### src/clkcfg_pkg.sv
/*
  Shared constants and types for the clock output configuration block.
  Assumes an APB master with 32-bit data and a single 40 MHz clock.
*/
package clkcfg_pkg;
  // Register byte offsets
  localparam logic [7:0] OFS_CH0 = 8'h00;
  localparam logic [7:0] OFS_SWING = 8'h24;
  localparam logic [7:0] OFS_LDPRE = 8'h2C;
  localparam logic [7:0] OFS_FILT = 8'h34;
  localparam logic [7:0] OFS_GLOBAL = 8'h38;
  localparam logic [7:0] OFS_STATUS = 8'h40;
  localparam logic [7:0] OFS_DELAY_TAP = 8'h44;
  localparam int NUM_CH = 8;
  // Channel word fields
  localparam int BIT_SRST = 31;
  localparam int PATH_HI = 18;
  localparam int PATH_LO = 17;
  localparam int BIT_CH_EN = 16;
  localparam int DIV_HI = 15;
  localparam int DIV_LO = 8;
  localparam int DLY_HI = 7;
  localparam int DLY_LO = 4;
  // Other fields
  localparam int BIT_BOOST = 16;
  localparam int BIT_LDPRE = 15;
  localparam int FREQ_HI = 21;
  localparam int FREQ_LO = 14;
  localparam int RESB_HI = 13;
  localparam int RESB_LO = 11;
  localparam int RESA_HI = 10;
  localparam int RESA_LO = 8;
  localparam int CAP_HI = 7;
  localparam int CAP_LO = 4;
  localparam int BIT_GLOBAL = 0;
  // Reset values and limits
  localparam logic [7:0] DIV_RST = 8'h01;
  localparam logic [7:0] FREQ_RST = 8'h0A;
  localparam logic [7:0] FREQ_MAX = 8'hC8;
  localparam logic [3:0] CAP_MAX = 4'hB;
  localparam logic [2:0] RES_MAX = 3'h4;
  localparam logic [1:0] LDPRE_DIV = 2'h3;
  // Path select codes
  localparam logic [1:0] PATH_BYPASS = 2'h0;
  localparam logic [1:0] PATH_DIV = 2'h1;
  localparam logic [1:0] PATH_DLY = 2'h2;
  localparam logic [1:0] PATH_DIVDLY = 2'h3;
  // Analog path timing, picoseconds
  localparam int DLY_STEP_PS = 150;
  localparam int DIV_FIXED_PS = 100;
  localparam int DLY_FIXED_PS = 400;
  localparam int BOTH_FIXED_PS = 500;

  typedef struct packed {
    logic [1:0] path;
    logic en;
    logic [7:0] div;
    logic [3:0] dly;
  } chan_cfg_t;

  typedef struct packed {
    chan_cfg_t [NUM_CH-1:0] ch;
    logic boost;
    logic ldpre;
    logic [7:0] freq;
    logic [2:0] resb;
    logic [2:0] resa;
    logic [3:0] cap;
    logic glob;
  } cfg_t;

  typedef struct packed {
    logic [7:0] half;
    logic [7:0] cnt;
    logic lvl;
  } div_st_t;
endpackage : clkcfg_pkg

### src/clock_output_divider_delay_config.sv
/*
  Configuration registers and channel logic for eight clock outputs.
  Assumes a synchronous APB master on mclk; the VCO divider output
  arrives as a one-cycle enable pulse vco_tick synchronous to mclk.
*/
// The implementer's own choices: the placing of the registers and the APB interface to the registers.
`timescale 1ns/1ps
module clock_output_divider_delay_config #(
  parameter int NCH = clkcfg_pkg::NUM_CH
) (
  // Clock and reset
  input wire logic mclk,
  input wire logic rst,
  // APB slave
  input wire logic psel,
  input wire logic penable,
  input wire logic pwrite,
  input wire logic [7:0] paddr,
  input wire logic [31:0] pwdata,
  output logic [31:0] prdata,
  output logic pready,
  output logic pslverr,
  // Clock inputs and pins
  input wire logic vco_tick,
  input wire logic pdf_tick,
  input wire logic align_pin_n,
  input wire logic outputs_gate_pin,
  // Channel outputs
  output logic [NCH-1:0] clk_out,
  output logic [NCH-1:0] clk_out_en,
  output logic [NCH*2-1:0] path_mode,
  output logic [NCH*4-1:0] delay_tap,
  // Analog configuration
  output logic swing_boost,
  output logic ld_tick,
  output logic [3:0] filter_cap_select,
  output logic [2:0] filter_res_a_select,
  output logic [2:0] filter_res_b_select,
  output logic [7:0] ref_input_mhz,
  output logic bad_code_flag
);

  typedef struct packed {
    clkcfg_pkg::cfg_t cfg;
    clkcfg_pkg::div_st_t [NCH-1:0] dv;
    logic [1:0] ldcnt;
    logic ldt;
    logic bad;
    logic [31:0] rdata;
    logic rdy;
    logic err;
    logic [NCH-1:0] co;
    logic [NCH-1:0] coe;
    logic [NCH*2-1:0] pm;
    logic [NCH*4-1:0] dt;
  } state_t;

  state_t st_r;
  state_t st_nxt;
  clkcfg_pkg::cfg_t cfg_def;

  // Power-on defaults
  always_comb begin
    cfg_def = '0;
    for (int i = 0; i < NCH; i++) begin
      cfg_def.ch[i].div = clkcfg_pkg::DIV_RST;
    end
    cfg_def.freq = clkcfg_pkg::FREQ_RST;
    cfg_def.glob = 1'b1;
  end

  // Next state
  always_comb begin
    logic wr;
    logic rd;
    logic [4:0] idx;
    wr = 1'b0;
    rd = 1'b0;
    idx = '0;
    st_nxt = st_r;
    st_nxt.rdy = 1'b0;
    st_nxt.err = 1'b0;
    wr = psel && penable && !st_r.rdy && pwrite;
    rd = psel && penable && !st_r.rdy && !pwrite;
    idx = paddr[6:2];

    // Register writes
    if (wr) begin
      st_nxt.rdy = 1'b1;
      if (paddr[1:0] != 2'h0) begin
        st_nxt.err = 1'b1;
      end else if (!paddr[7] && int'(idx) < NCH) begin
        if (idx == 5'h0 && pwdata[clkcfg_pkg::BIT_SRST]) begin
          st_nxt.cfg = cfg_def;
          for (int i = 0; i < NCH; i++) begin
            st_nxt.dv[i] = '0;
          end
        end else begin
          st_nxt.cfg.ch[idx[2:0]].path = pwdata[clkcfg_pkg::PATH_HI:clkcfg_pkg::PATH_LO];
          st_nxt.cfg.ch[idx[2:0]].en = pwdata[clkcfg_pkg::BIT_CH_EN];
          st_nxt.cfg.ch[idx[2:0]].div = pwdata[clkcfg_pkg::DIV_HI:clkcfg_pkg::DIV_LO];
          st_nxt.cfg.ch[idx[2:0]].dly = pwdata[clkcfg_pkg::DLY_HI:clkcfg_pkg::DLY_LO];
          if (pwdata[clkcfg_pkg::DIV_HI:clkcfg_pkg::DIV_LO] == 8'h00) begin
            st_nxt.bad = 1'b1;
          end
        end
      end else if (paddr == clkcfg_pkg::OFS_SWING) begin
        st_nxt.cfg.boost = pwdata[clkcfg_pkg::BIT_BOOST];
      end else if (paddr == clkcfg_pkg::OFS_LDPRE) begin
        st_nxt.cfg.ldpre = pwdata[clkcfg_pkg::BIT_LDPRE];
      end else if (paddr == clkcfg_pkg::OFS_FILT) begin
        st_nxt.cfg.freq = pwdata[clkcfg_pkg::FREQ_HI:clkcfg_pkg::FREQ_LO];
        st_nxt.cfg.resb = pwdata[clkcfg_pkg::RESB_HI:clkcfg_pkg::RESB_LO];
        st_nxt.cfg.resa = pwdata[clkcfg_pkg::RESA_HI:clkcfg_pkg::RESA_LO];
        st_nxt.cfg.cap = pwdata[clkcfg_pkg::CAP_HI:clkcfg_pkg::CAP_LO];
        if (pwdata[clkcfg_pkg::CAP_HI:clkcfg_pkg::CAP_LO] > clkcfg_pkg::CAP_MAX
            || pwdata[clkcfg_pkg::RESA_HI:clkcfg_pkg::RESA_LO] > clkcfg_pkg::RES_MAX
            || pwdata[clkcfg_pkg::RESB_HI:clkcfg_pkg::RESB_LO] > clkcfg_pkg::RES_MAX
            || pwdata[clkcfg_pkg::FREQ_HI:clkcfg_pkg::FREQ_LO] == 8'h00
            || pwdata[clkcfg_pkg::FREQ_HI:clkcfg_pkg::FREQ_LO] > clkcfg_pkg::FREQ_MAX) begin
          st_nxt.bad = 1'b1;
        end
      end else if (paddr == clkcfg_pkg::OFS_GLOBAL) begin
        st_nxt.cfg.glob = pwdata[clkcfg_pkg::BIT_GLOBAL];
      end else if (paddr == clkcfg_pkg::OFS_STATUS) begin
        // Write one to bit 0 clears the bad code flag
        if (pwdata[0]) begin
          st_nxt.bad = 1'b0;
        end
      end else begin
        st_nxt.err = 1'b1;
      end
    end

    // Register reads
    if (rd) begin
      st_nxt.rdy = 1'b1;
      st_nxt.rdata = '0;
      if (paddr == clkcfg_pkg::OFS_STATUS) begin
        st_nxt.rdata[0] = st_r.bad;
        st_nxt.rdata[1] = st_r.cfg.glob;
        st_nxt.rdata[2] = outputs_gate_pin;
      end else if (paddr == clkcfg_pkg::OFS_DELAY_TAP) begin
        st_nxt.rdata = st_r.dt;
      end else if (paddr == clkcfg_pkg::OFS_GLOBAL) begin
        st_nxt.rdata[clkcfg_pkg::BIT_GLOBAL] = st_r.cfg.glob;
      end else begin
        st_nxt.err = 1'b1;
      end
    end

    for (int i = 0; i < NCH; i++) begin
      st_nxt.dv[i].half = st_r.cfg.ch[i].div;
      if (!align_pin_n) begin
        st_nxt.dv[i].cnt = '0;
        st_nxt.dv[i].lvl = 1'b0;
      end else if (vco_tick) begin
        // toggle every code ticks gives ratio twice code
        if (st_r.dv[i].cnt + 8'h01 >= st_r.dv[i].half) begin
          st_nxt.dv[i].cnt = '0;
          st_nxt.dv[i].lvl = !st_r.dv[i].lvl;
        end else begin
          st_nxt.dv[i].cnt = st_r.dv[i].cnt + 8'h01;
        end
      end
      case (st_r.cfg.ch[i].path)
        clkcfg_pkg::PATH_DIV, clkcfg_pkg::PATH_DIVDLY: st_nxt.co[i] = st_r.dv[i].lvl;
        default: st_nxt.co[i] = vco_tick;
      endcase
      // delay tap only in delayed modes
      st_nxt.dt[i*4 +: 4] = st_r.cfg.ch[i].path[1] ? st_r.cfg.ch[i].dly : 4'h0;
      // path mode drives analog fixed delays
      st_nxt.pm[i*2 +: 2] = st_r.cfg.ch[i].path;
      st_nxt.coe[i] = st_r.cfg.ch[i].en && st_r.cfg.glob && outputs_gate_pin;
    end

    st_nxt.ldt = 1'b0;
    if (pdf_tick) begin
      if (!st_r.cfg.ldpre) begin
        st_nxt.ldt = 1'b1;
      end else if (st_r.ldcnt == clkcfg_pkg::LDPRE_DIV) begin
        st_nxt.ldcnt = '0;
        st_nxt.ldt = 1'b1;
      end else begin
        st_nxt.ldcnt = st_r.ldcnt + 2'h1;
      end
    end
  end

  // State register
  always_ff @(posedge mclk) begin
    if (rst) begin
      st_r <= '0;
      st_r.cfg <= '0;
      st_r.cfg.freq <= clkcfg_pkg::FREQ_RST;
      st_r.cfg.glob <= 1'b1;
      for (int i = 0; i < NCH; i++) begin
        st_r.cfg.ch[i].div <= clkcfg_pkg::DIV_RST;
      end
    end else begin
      st_r <= st_nxt;
    end
  end

  // Outputs straight from flops
  assign prdata = st_r.rdata;
  assign pready = st_r.rdy;
  assign pslverr = st_r.err;
  assign clk_out = st_r.co;
  assign clk_out_en = st_r.coe;
  assign path_mode = st_r.pm;
  assign delay_tap = st_r.dt;
  assign swing_boost = st_r.cfg.boost;
  assign ld_tick = st_r.ldt;
  assign filter_cap_select = st_r.cfg.cap;
  assign filter_res_a_select = st_r.cfg.resa;
  assign filter_res_b_select = st_r.cfg.resb;
  assign ref_input_mhz = st_r.cfg.freq;
  assign bad_code_flag = st_r.bad;

endmodule : clock_output_divider_delay_config

### config.mk
export PLATFORM = sky130hd
export DESIGN_NAME = clock_output_divider_delay_config
export DESIGN_NICKNAME = d
export VERILOG_FILES = /design/src/clkcfg_pkg.sv /design/src/clock_output_divider_delay_config.sv
export SDC_FILE = /design/constraint.sdc
export NUM_CORES = 1
export LEC_CHECK = 0
export ABC_AREA = 0
export BUFFER_PORTS_ARGS = -buffer_cell sky130_fd_sc_hd__buf_2
export CAP_MARGIN = 20
export CORE_MARGIN = 5
export CORE_UTILIZATION = 55
export CTS_BUF_LIST = sky130_fd_sc_hd__clkbuf_4
export CTS_CLUSTER_DIAMETER = 200
export DETAILED_ROUTE_END_ITERATION = 10
export GPL_TIMING_DRIVEN = 0
export PLACE_DENSITY = 0.78
export SYNTH_ARGS = -nofsm -noshare
export SYNTH_HDL_FRONTEND = slang
export SYNTH_SLANG_ARGS = --single-unit
### constraint.sdc
create_clock -name mclk -period 4.3 [get_ports mclk]
set_input_delay 0.645 -clock mclk [delete_from_list [all_inputs] [get_ports mclk]]
set_output_delay 0.645 -clock mclk [all_outputs]
set_load 0.1 [all_outputs]
* After elaboration in Yosys (flattened, before gate mapping)
Index checks and enable logic that the tools add are counted.
Word-level totals: register bits 379, output and inout port bits 119
Cells by class: $add $sub $neg 9, magnitude comparators 15, equal/unequal tests 32, mux-type cells 87, bitwise operators 11, reduce and logical (&&, ||, !) cells 77
Operator list (number):
- 120-bit bitwise mux | 4
- 128-bit 2-to-1 mux | 3
- 15-bit demux with 3-bit select | 4
- 157-bit 2-to-1 mux | 1
- 120-bit 2-to-1 mux | 1
- 9-bit 2-to-1 mux | 8
- 8-bit by 1-bit adder with 8-bit output (second input constant) | 8
- 8-bit >= comparator | 8
- 8-bit 2-to-1 mux | 8
- 1-bit 2-to-1 mux | 44
- 2-bit OR reduction | 18
- 8-bit by 6-bit == test with 1-bit output (second input constant) | 4
- 31-bit 2-to-1 mux | 1
- 29-bit 2-to-1 mux | 1
- 1-bit logical AND | 23
- 21-bit 2-to-1 mux | 1
- 20-bit 2-to-1 mux | 1
- 19-bit 2-to-1 mux | 1
- 2-bit == test (second input constant) | 9
- 18-bit 2-to-1 mux | 1
- 2-bit by 1-bit == test with 1-bit output (second input constant) | 8
- 8-bit by 7-bit == test with 1-bit output (second input constant) | 2
- 8-bit logical NOT | 2
- 2-bit nonzero test | 8
- 29 further kinds | 62

* Depth between registers and ports, before layout
Gate-level depths: netlist of the first run.
depth in word-level cells 13, depth in mapped cells 11

* Worst setup path before layout of the first run
OpenSTA, ideal clock, no wires.
path type reg2reg, start point register st_r[120] (netlist bit), end point register st_r[119] (netlist bit), library setup time 0.065 ns, arrival 2.457 ns, slack 1.778 ns, stages on the path, launching flop included 12, period minus slack after synthesis 2.522 ns, cell sequence dfxtp_1 ha_1 nand3_1 nor2_1 xor2_1 ha_1 a21o_1 a21oi_1 inv_1 o311ai_0 mux2_2 nor2_1
Between the ends: cells in the longest elaborated chain, start to end 4
RTL lines:
- start, declared | RTL line clock_output_divider_delay_config.sv:58 | state_t st_r;
- start signal, assigned | RTL line clock_output_divider_delay_config.sv:201 | st_r <= st_nxt;
- 8-bit by 1-bit adder with 8-bit output | RTL line clock_output_divider_delay_config.sv:159 | if (st_r.dv[i].cnt + 8'h01 >= st_r.dv[i].half) begin
- 8-bit >= comparator | RTL line clock_output_divider_delay_config.sv:159
- 1-bit 2-to-1 mux | RTL line clock_output_divider_delay_config.sv:159
- 9-bit 2-to-1 mux | RTL line clock_output_divider_delay_config.sv:157 | end else if (vco_tick) begin
Every way passes these cells. A chain may end at the register's enable or synchronous reset.

* Worst setup path in the final report of the first run
start point register st_r[154] (netlist bit), end point register st_r[153] (netlist bit)
Same word-level chain as after synthesis.

==> summary.md, run 1 <==
| Metric | Value |
|---|---|
| Outcome | completed |
| Initial core utilization | approximately 56% |
| Reg2Reg Launch Point | st_r[154] |
| Root Driver | clkbuf_4 |
| Highest Signal Layer | met5 |
| P per Cell Area | 363 nW/µm² |
| Post-Synth Simple-Gate Area | between 20% and 30% |
| Worst reg2reg path endpoint | st_r[153] |
| Hold Crit Class | primary input to flip-flop |
| Yosys synthesis warning count | 0 |
| DRC | 0 |
| DRT met1 WL | ~18000 µm |
| Synth unique cells | 60 |
| WL met2 | 19000 µm |
| Drt wl/cell | 16.7 µm |
| Syn Nets | between 1500 and 2000 |
| Fin crit share | between 70 and 80% |
| Die Y | 180 µm |
| CP startpoint kind | flip-flop |
| WP data required | roughly 4900 ps |
| Pre-CTS WS | ~1200 ps |
| CTS resizes | 0 |
| Tmin final | approximately 3100 ps |
| Max incr delay on CP | roughly 580 ps |
| Flop2flop setup slack | about 1200 ps |
| GR Overflow Total | 0 |
| CTS sink cnt | 379 |
| CP max-delay cell | o311ai_0 |
| Final worst slack | 1160 ps |
| Via Count | about 13000 |
| Mapped Cells | between 1500 and 2000 |
| RSZ-0062 raised after global routing | no |
| Post-Synth Adder-Cell Area | 5.73% |
| First-pass GRT wire length | 66200 µm |
| Post-synth top flop | dfxtp_1 |
| Initial DRC count | 997 |
| Ys async rst share | 0% |
| Final Hold Vio Count | 0 |
| Placed Cells | ~2300 |
| Core footprint | between 20000 and 30000 µm² |
| Vias in the first global route | about 13000 |
| Die span in x | 180 µm |
| CP Max Fanout | 6 |
| Footprint of the multi-input gates | just under 7000 µm² |
| Clock tree from TritonCTS | done |
| Leak pwr | just over 0.008 µW |
| Met3 wire length | 3430 µm |
| Layout cells sized above 1 | between 20% and 30% |
| Buffers on Ports | ~160 |
| Worst slew margin | 45.2% |
| Multiplexer share of the synthesized area | under 10% |
| Hpwl dp | roughly 30000 µm |
| Slew Viols, Final | 0 |
| Hold Path End | filter_cap_select[0] |
| Setup bufs post-CTS | 0 |
| FF/Latch Area | ~7600 µm² |
| H-Tree Depth | 3 |
| I/O pins | ~170 |
| Largest net degree at the start of global routing | 14 |
| Hold path startpoint | pwdata[4] |
| Area fraction in compound gates after synthesis | 13.0% |
| Die area | roughly 32000 µm² |
| Yosys reg bits | 379 |
| Drt pass-1 iters | 5 |
| Final net count | between 2000 and 2500 |
| Worst-Skew Late Latency | about 750 ps |
| Clock skew | slightly above 60 ps |
| Cts hold-fix bufs | 0 |
| Worst VDD drop | 0.000189 V |
| CP Capture Type | flip-flop |
| R2R depth | 11 |
| P&R area growth vs syn | 15.0% |
| # setup viols final | 0 |
| Initial antenna violation count | 2 |
| Avg Cell Area, Syn | 9.05 µm² |
| Fmax | 0.319 GHz |
| Post-synth EDFFs | 0 |
| Setup TNS Final | 0 ps |
| Synthesized cell area | approximately 16000 µm² |
| Max-cap violation count | 0 |
| Worst Setup SP | st_r[154] |
| Crit-path cells | ha_1 -> nand3_1 -> nor2_1 -> xor2_1 -> ha_1 -> a21o_1 -> a21oi_1 -> inv_1 -> o311ai_0 -> mux2_2 -> nor2_1 |
| CP Class | flip-flop to flip-flop |
| Layout fillers | 2374 |
| GRT Util Overall | approximately a quarter |
| Largest family of logic cells by synthesized area | simple AND/OR/NAND/NOR gates |
| Synth Area in XOR/XNOR | about 1.8% |
| Clock slew at reported path FFs | 60 ps |
| Post-layout util | ~64% |
| Rows | 62 |
| Final std cells w/o fill | approximately 2500 |
| Total Routed Length | between 40000 and 50000 µm |
| Pwr Total | between 6000 and 7000 µW |
| Clock buffer depth | 3 |
| Worst hold path depth | 3 |
| Sequential area share after synthesis | ~48% |
| Number of CTS-inserted buffers | 95 |
| CP arrival | 3760 ps |
| Slew @ Worst Pin | approximately 800 ps |
| Vias/cell | between 5 and 6 |
| Remaining antenna violation count | 0 |
| RePlAce Congestion | roughly 0.91 |
-- placed cells by master, fill, tap and decap left out, types with 27 or more instances in the layout --
| master | Yosys | final |
|---|---|---|
| a22o_1 | 30 | 30 |
| nor2b_1 | 84 | 84 |
| dfxtp_1 | 379 | 379 |
| clkbuf_1 | 40 | 40 |
| and2_1 | 40 | 40 |
| buf_4 | 116 | 116 |
| a31oi_1 | 42 | 42 |
| nand3_1 | 144 | 144 |
| a22oi_1 | 31 | 31 |
| buf_2 | 25 | 180 |
| nand2b_1 | 27 | 27 |
| clkbuf_4 | 0 | 131 |
| inv_1 | 75 | 75 |
| o21ai_0 | 104 | 104 |
| a21oi_1 | 48 | 48 |
| nor2_1 | 160 | 160 |
| ha_1 | 73 | 73 |
| nand2_1 | 132 | 132 |
-- state kept, by name, summed over array words and instances (netlist names) --
name / count
bad_code_flag: 1
ld_tick: 1
path_mode: 16
swing_boost: 1
clk_out_en: 8
prdata: 32
pslverr: 1
filter_res_b_select: 3
filter_cap_select: 4
clk_out: 8
filter_res_a_select: 3
delay_tap: 32
ref_input_mhz: 8
pready: 1
st_nxt: 80
st_r: 180
-- logic make-up after synthesis --
group | Yosys count
buffers and inverters | 275
XOR/XNOR | 32
flip-flops | 379
multiplexers | 19
AO/OA/AOI/OAI | 323
AND/OR/NAND/NOR | 659
adder cells (fa/ha/maj) | 73
-- worst max path at each step --
stage,end
after CTS,st_r[119]
after global placement,st_r[119]
after floorplan,st_r[119]
final,st_r[153]
after global routing,st_r[119]
after detailed placement,st_r[119]
-- cells in the mapped netlist (3+ instances only) --
cell type	n	share of area, %
inv_1	75	1.8
a21o_1	25	1.2
nand2b_1	27	1.1
mux2_2	7	0.49
a22o_1	30	1.6
nor2_1	160	3.8
ha_1	73	5.7
clkbuf_1	40	0.94
nand3_1	144	4.5
and2_1	40	1.6
a21oi_1	48	1.5
xnor2_1	16	0.88
nor2b_1	84	3.3
buf_1	6	0.14
o311ai_0	7	0.38
a21boi_0	3	0.14
nor3_1	19	0.60
nand2_1	132	3.1
dfxtp_1	379	48
buf_2	25	0.79
nor4_1	4	0.16
and3_1	10	0.39
nor3b_1	4	0.19
xor2_1	16	0.88
o21ai_0	104	3.3
a31oi_1	42	1.6
buf_6	12	0.85
a22oi_1	31	1.5
a2111oi_0	8	0.44
buf_4	116	5.5
nand3b_1	7	0.33
mux2i_1	12	0.75
or2_2	9	0.35
o21a_1	9	0.42
nand4b_1	4	0.22
-- critical path, delay by kind of cell, from the launching register on --
family / cells / cell delay [ps]
AOI/OAI and AO/OA: 3 / 1030
adders and majority gates: 2 / 520
DFF: 1 / 420
muxes: 1 / 400
and+or+nand+nor: 3 / 360
xor gates and xnor gates: 1 / 270
buffers and inverters: 1 / 70
-- stage by stage --
stage | area, µm² | hold slack, ps
6_report | 18300 | 211
3_3_place_gp | 17200 | 439
3_5_place_dp | 17200 | 446
4_1_cts | 18300 | 161
5_1_grt | 18300 | 180
2_1_floorplan | 15900 | 430
-- layer usage --
| metal | up-vias | GRT usage (%) |
|---|---|---|
| met5 | - | 0 |
| met4 | 2 | 9.20 |
| met3 | 93 | 5.75 |
| met2 | 548 | 39.8 |
| met1 | 6352 | 32.0 |
| li1 | 6423 | - |
-- power by group --
part	internal, µW	switching, µW
Combinational	59.4	204
Sequential	3520	6.48
Clock	1460	1410
-- cell type report --
cell class                 count  area share [%]
timing repair buffer         155            4.23
antenna                        1          0.0137
multi-input combinational   1106            36.9
clock inverter                28           0.806
inverter                      75            1.54
sequential                   379            41.4
buffer                       200            7.14
tap                          384            2.62
clock buffer                 131            5.37
(Power assumes the default switching activity.)
==> inputs of run 2 (changes only) <==
--- a/config.mk
+++ b/config.mk
@@ -14,7 +14,7 @@
 export CTS_CLUSTER_DIAMETER = 200
 export DETAILED_ROUTE_END_ITERATION = 10
 export GPL_TIMING_DRIVEN = 0
-export PLACE_DENSITY = 0.78
+export PLACE_DENSITY = 0.81
 export SYNTH_ARGS = -nofsm -noshare
 export SYNTH_HDL_FRONTEND = slang
 export SYNTH_SLANG_ARGS = --single-unit
==> constraint.sdc (replaced) <==
create_clock -name mclk -period 2.71 [get_ports mclk]
set_input_delay 0.4065 -clock mclk [delete_from_list [all_inputs] [get_ports mclk]]
set_output_delay 0.4065 -clock mclk [all_outputs]
set_load 0.1 [all_outputs]
==> run 2 against run 1 <==
Register-to-register slack lost 1100 ps. First-iteration DRC count up 2.3%. Setup slack got worse by 1100 ps. Fmax is 17% higher. Clock power up 58%. Combinational power is 75% higher. Die area did not move. Sequential power rose by 59%. Clock-buffer cell count fell by 5. Sequential cell count is the same. Final area rose by 2.4%. Sequential share of layout area fell by 0.82 points.
==> summary.md, run 2 (synthesis results as in run 1) <==
| Metric | Value |
|---|---|
| Outcome | completed |
| Die span in x | 180 µm (unchanged) |
| GRT Util Overall | 24.9% (+0.42 points) |
| Met3 wire length | 3400 µm (-0.99%) |
| First-pass GRT wire length | 66700 µm (+0.71%) |
| CP Capture Type | flip-flop |
| Clock skew | 70.4 ps (+9.88 ps) |
| P per Cell Area | 565 nW/µm² (+55%) |
| DRC | 0 (unchanged) |
| Layout cells sized above 1 | 25.0% (+2.1 points) |
| Slew @ Worst Pin | 1180 ps (+374 ps) |
| Die Y | 180 µm (unchanged) |
| P&R area growth vs syn | 17.7% |
| Setup TNS Final | 0 ps (unchanged) |
| DRT met1 WL | 17600 µm (about the same) |
| Pwr Total | 10600 µW (+59%) |
| Initial core utilization | 55.7% (unchanged) |
| Remaining antenna violation count | 0 (unchanged) |
| # setup viols final | 0 (unchanged) |
| Fmax | 0.374 GHz (+17%) |
| Via Count | 13700 (+1.9%) |
| Clock tree from TritonCTS | done |
| Vias/cell | 5.54 (+1.5%) |
| Final net count | 2156 (+1.0%) |
| Clock slew at reported path FFs | 70 ps (about the same) |
| WL met2 | 20200 µm (+6.5%) |
| Hold Crit Class | primary input to flip-flop |
| Number of CTS-inserted buffers | 92 (-3.2%) |
| Drt pass-1 iters | 7 (+2) |
| Max-cap violation count | 0 (unchanged) |
| Die area | 32500 µm² (unchanged) |
| R2R depth | 7 (-4) |
| I/O pins | 168 (unchanged) |
| H-Tree Depth | 3 (unchanged) |
| Largest register FFs | 180 (unchanged) |
| Most frequent cells in the layout | dfxtp_1, buf_2, nor2_1, nand3_1, nand2_1 |
| CP Class | flip-flop to flip-flop |
| Worst-Skew Late Latency | 760 ps (about the same) |
| Largest net degree at the start of global routing | 15 (+1) |
| Rows | 62 (unchanged) |
| Commonest non-fill, non-tap cell in the layout | dfxtp_1 |
| Tmin final | 2670 ps (-463 ps) |
| Root Driver | clkbuf_4 |
| Initial antenna violation count | 1 (-1) |
| Vias in the first global route | 13300 (+0.18%) |
| Total Routed Length | 42700 µm (+3.8%) |
| Layout fillers | 2238 (-5.7%) |
| Worst slew margin | 21.7% (-24 points) |
| Leak pwr | 0.00833 µW (+1.5%) |
| CP startpoint kind | flip-flop |
| Drt wl/cell | 17.3 µm (+3.4%) |
| Placed Cells | 2299 (unchanged) |
| GR Overflow Total | 0 (unchanged) |
| Worst hold path depth | 4 (+1) |
| Core footprint | 28600 µm² (unchanged) |
| Initial DRC count | 1020 (+2.3%) |
| Highest Signal Layer | met4 |
| Hpwl dp | 29600 µm (+0.37%) |
| Final std cells w/o fill | 2469 (+0.41%) |
| CP Max Fanout | 10 (+4) |
| Reg with most FFs | st_r |
| Final Hold Vio Count | 0 (unchanged) |
| Worst VDD drop | 0.000344 V (+82%) |
| Slew Viols, Final | 0 (unchanged) |
| RePlAce Congestion | 0.911 (+0.13%) |
| Fin crit share | 98.7% (+26 points) |
| Clock buffer depth | 3 (unchanged) |
| CTS sink cnt | 379 (unchanged) |
| Buffers on Ports | 155 (unchanged) |
| Hold WS | 68.5 ps (-142 ps) |
| CP arrival | 3270 ps (-490 ps) |
| WP data required | 3300 ps (-1620 ps) |
run 2: cell types whose count changed in the layout (fill, tap and decap cells not counted), moves of 5 or more:
cell / before / now
a21oi_1: 48 / 40
a21oi_2: 0 / 5
clkinv_1: 20 / 7
dlygate4sd3_1: 0 / 21
clkbuf_4: 131 / 126
dfxtp_1: 379 / 366
dfxtp_2: 0 / 9
ha_1: 73 / 68
ha_2: 0 / 5
o311ai_0: 7 / 1
run 2: timing repair:
item,4_1_cts,5_1_grt
setup endpoints to repair,6,45
endpoints found under the hold margin,22,0
pin swaps,0,18
gates resized for setup,20,46
buffers inserted,0,4
hold buffers,21,0
run 2: report_power, final:
part | internal (µW) | switching, µW | total [µW]
Combinational | 120 | 343 | 462
Sequential | 5590 | 10.8 | 5600
Clock | 2320 | 2210 | 4530
run 2: stage by stage:
stage | utilization [%] | instance area (µm²) | setup slack [ps]
final | 65.5 | 18800 | 35.5
after global routing | 65.5 | 18800 | -46.7
after CTS | 64.8 | 18600 | 0.0220
after detailed placement | 60.0 | 17200 | -409
after global placement | 60.0 | 17200 | -332
after floorplan | - | 15900 | 188
run 2: cell type report:
cell class	count	area, µm²	area share [%]
sequential	379	7610	40.6
buffer	200	1310	6.98
tap	384	480	2.56
clock buffer	126	946	5.04
multi-input combinational	1106	6960	37.1
timing repair buffer	180	1020	5.42
antenna	1	2.50	0.0133
clock inverter	18	148	0.787
inverter	75	282	1.50
run 2: path summary, 6_finish.rpt:
kind | start | to | slack (ps)
max | pready | st_r[161] | 40
min | paddr[2] | st_nxt[111] | 70
max reg2reg | pready | st_r[161] | 40
min reg2reg | st_nxt[165] | st_r[165] | 430
run 2: routing by layer:
| layer | vias to the layer above | track usage (%) |
|---|---|---|
| li1 | 6478 | - |
| met1 | 6492 | 31.2 |
| met2 | 582 | 41.7 |
| met3 | 122 | 5.45 |
| met4 | 0 | 10.9 |
| met5 | - | 0 |
run 2: worst max-delay path, cell delays in order (launching register included):
cell	delay, ps
dfxtp_1	340
nand4b_4	260
or2_1	270
buf_6	140
nor3_4	420
nor3_2	220
clkbuf_1	480
a22o_1	370
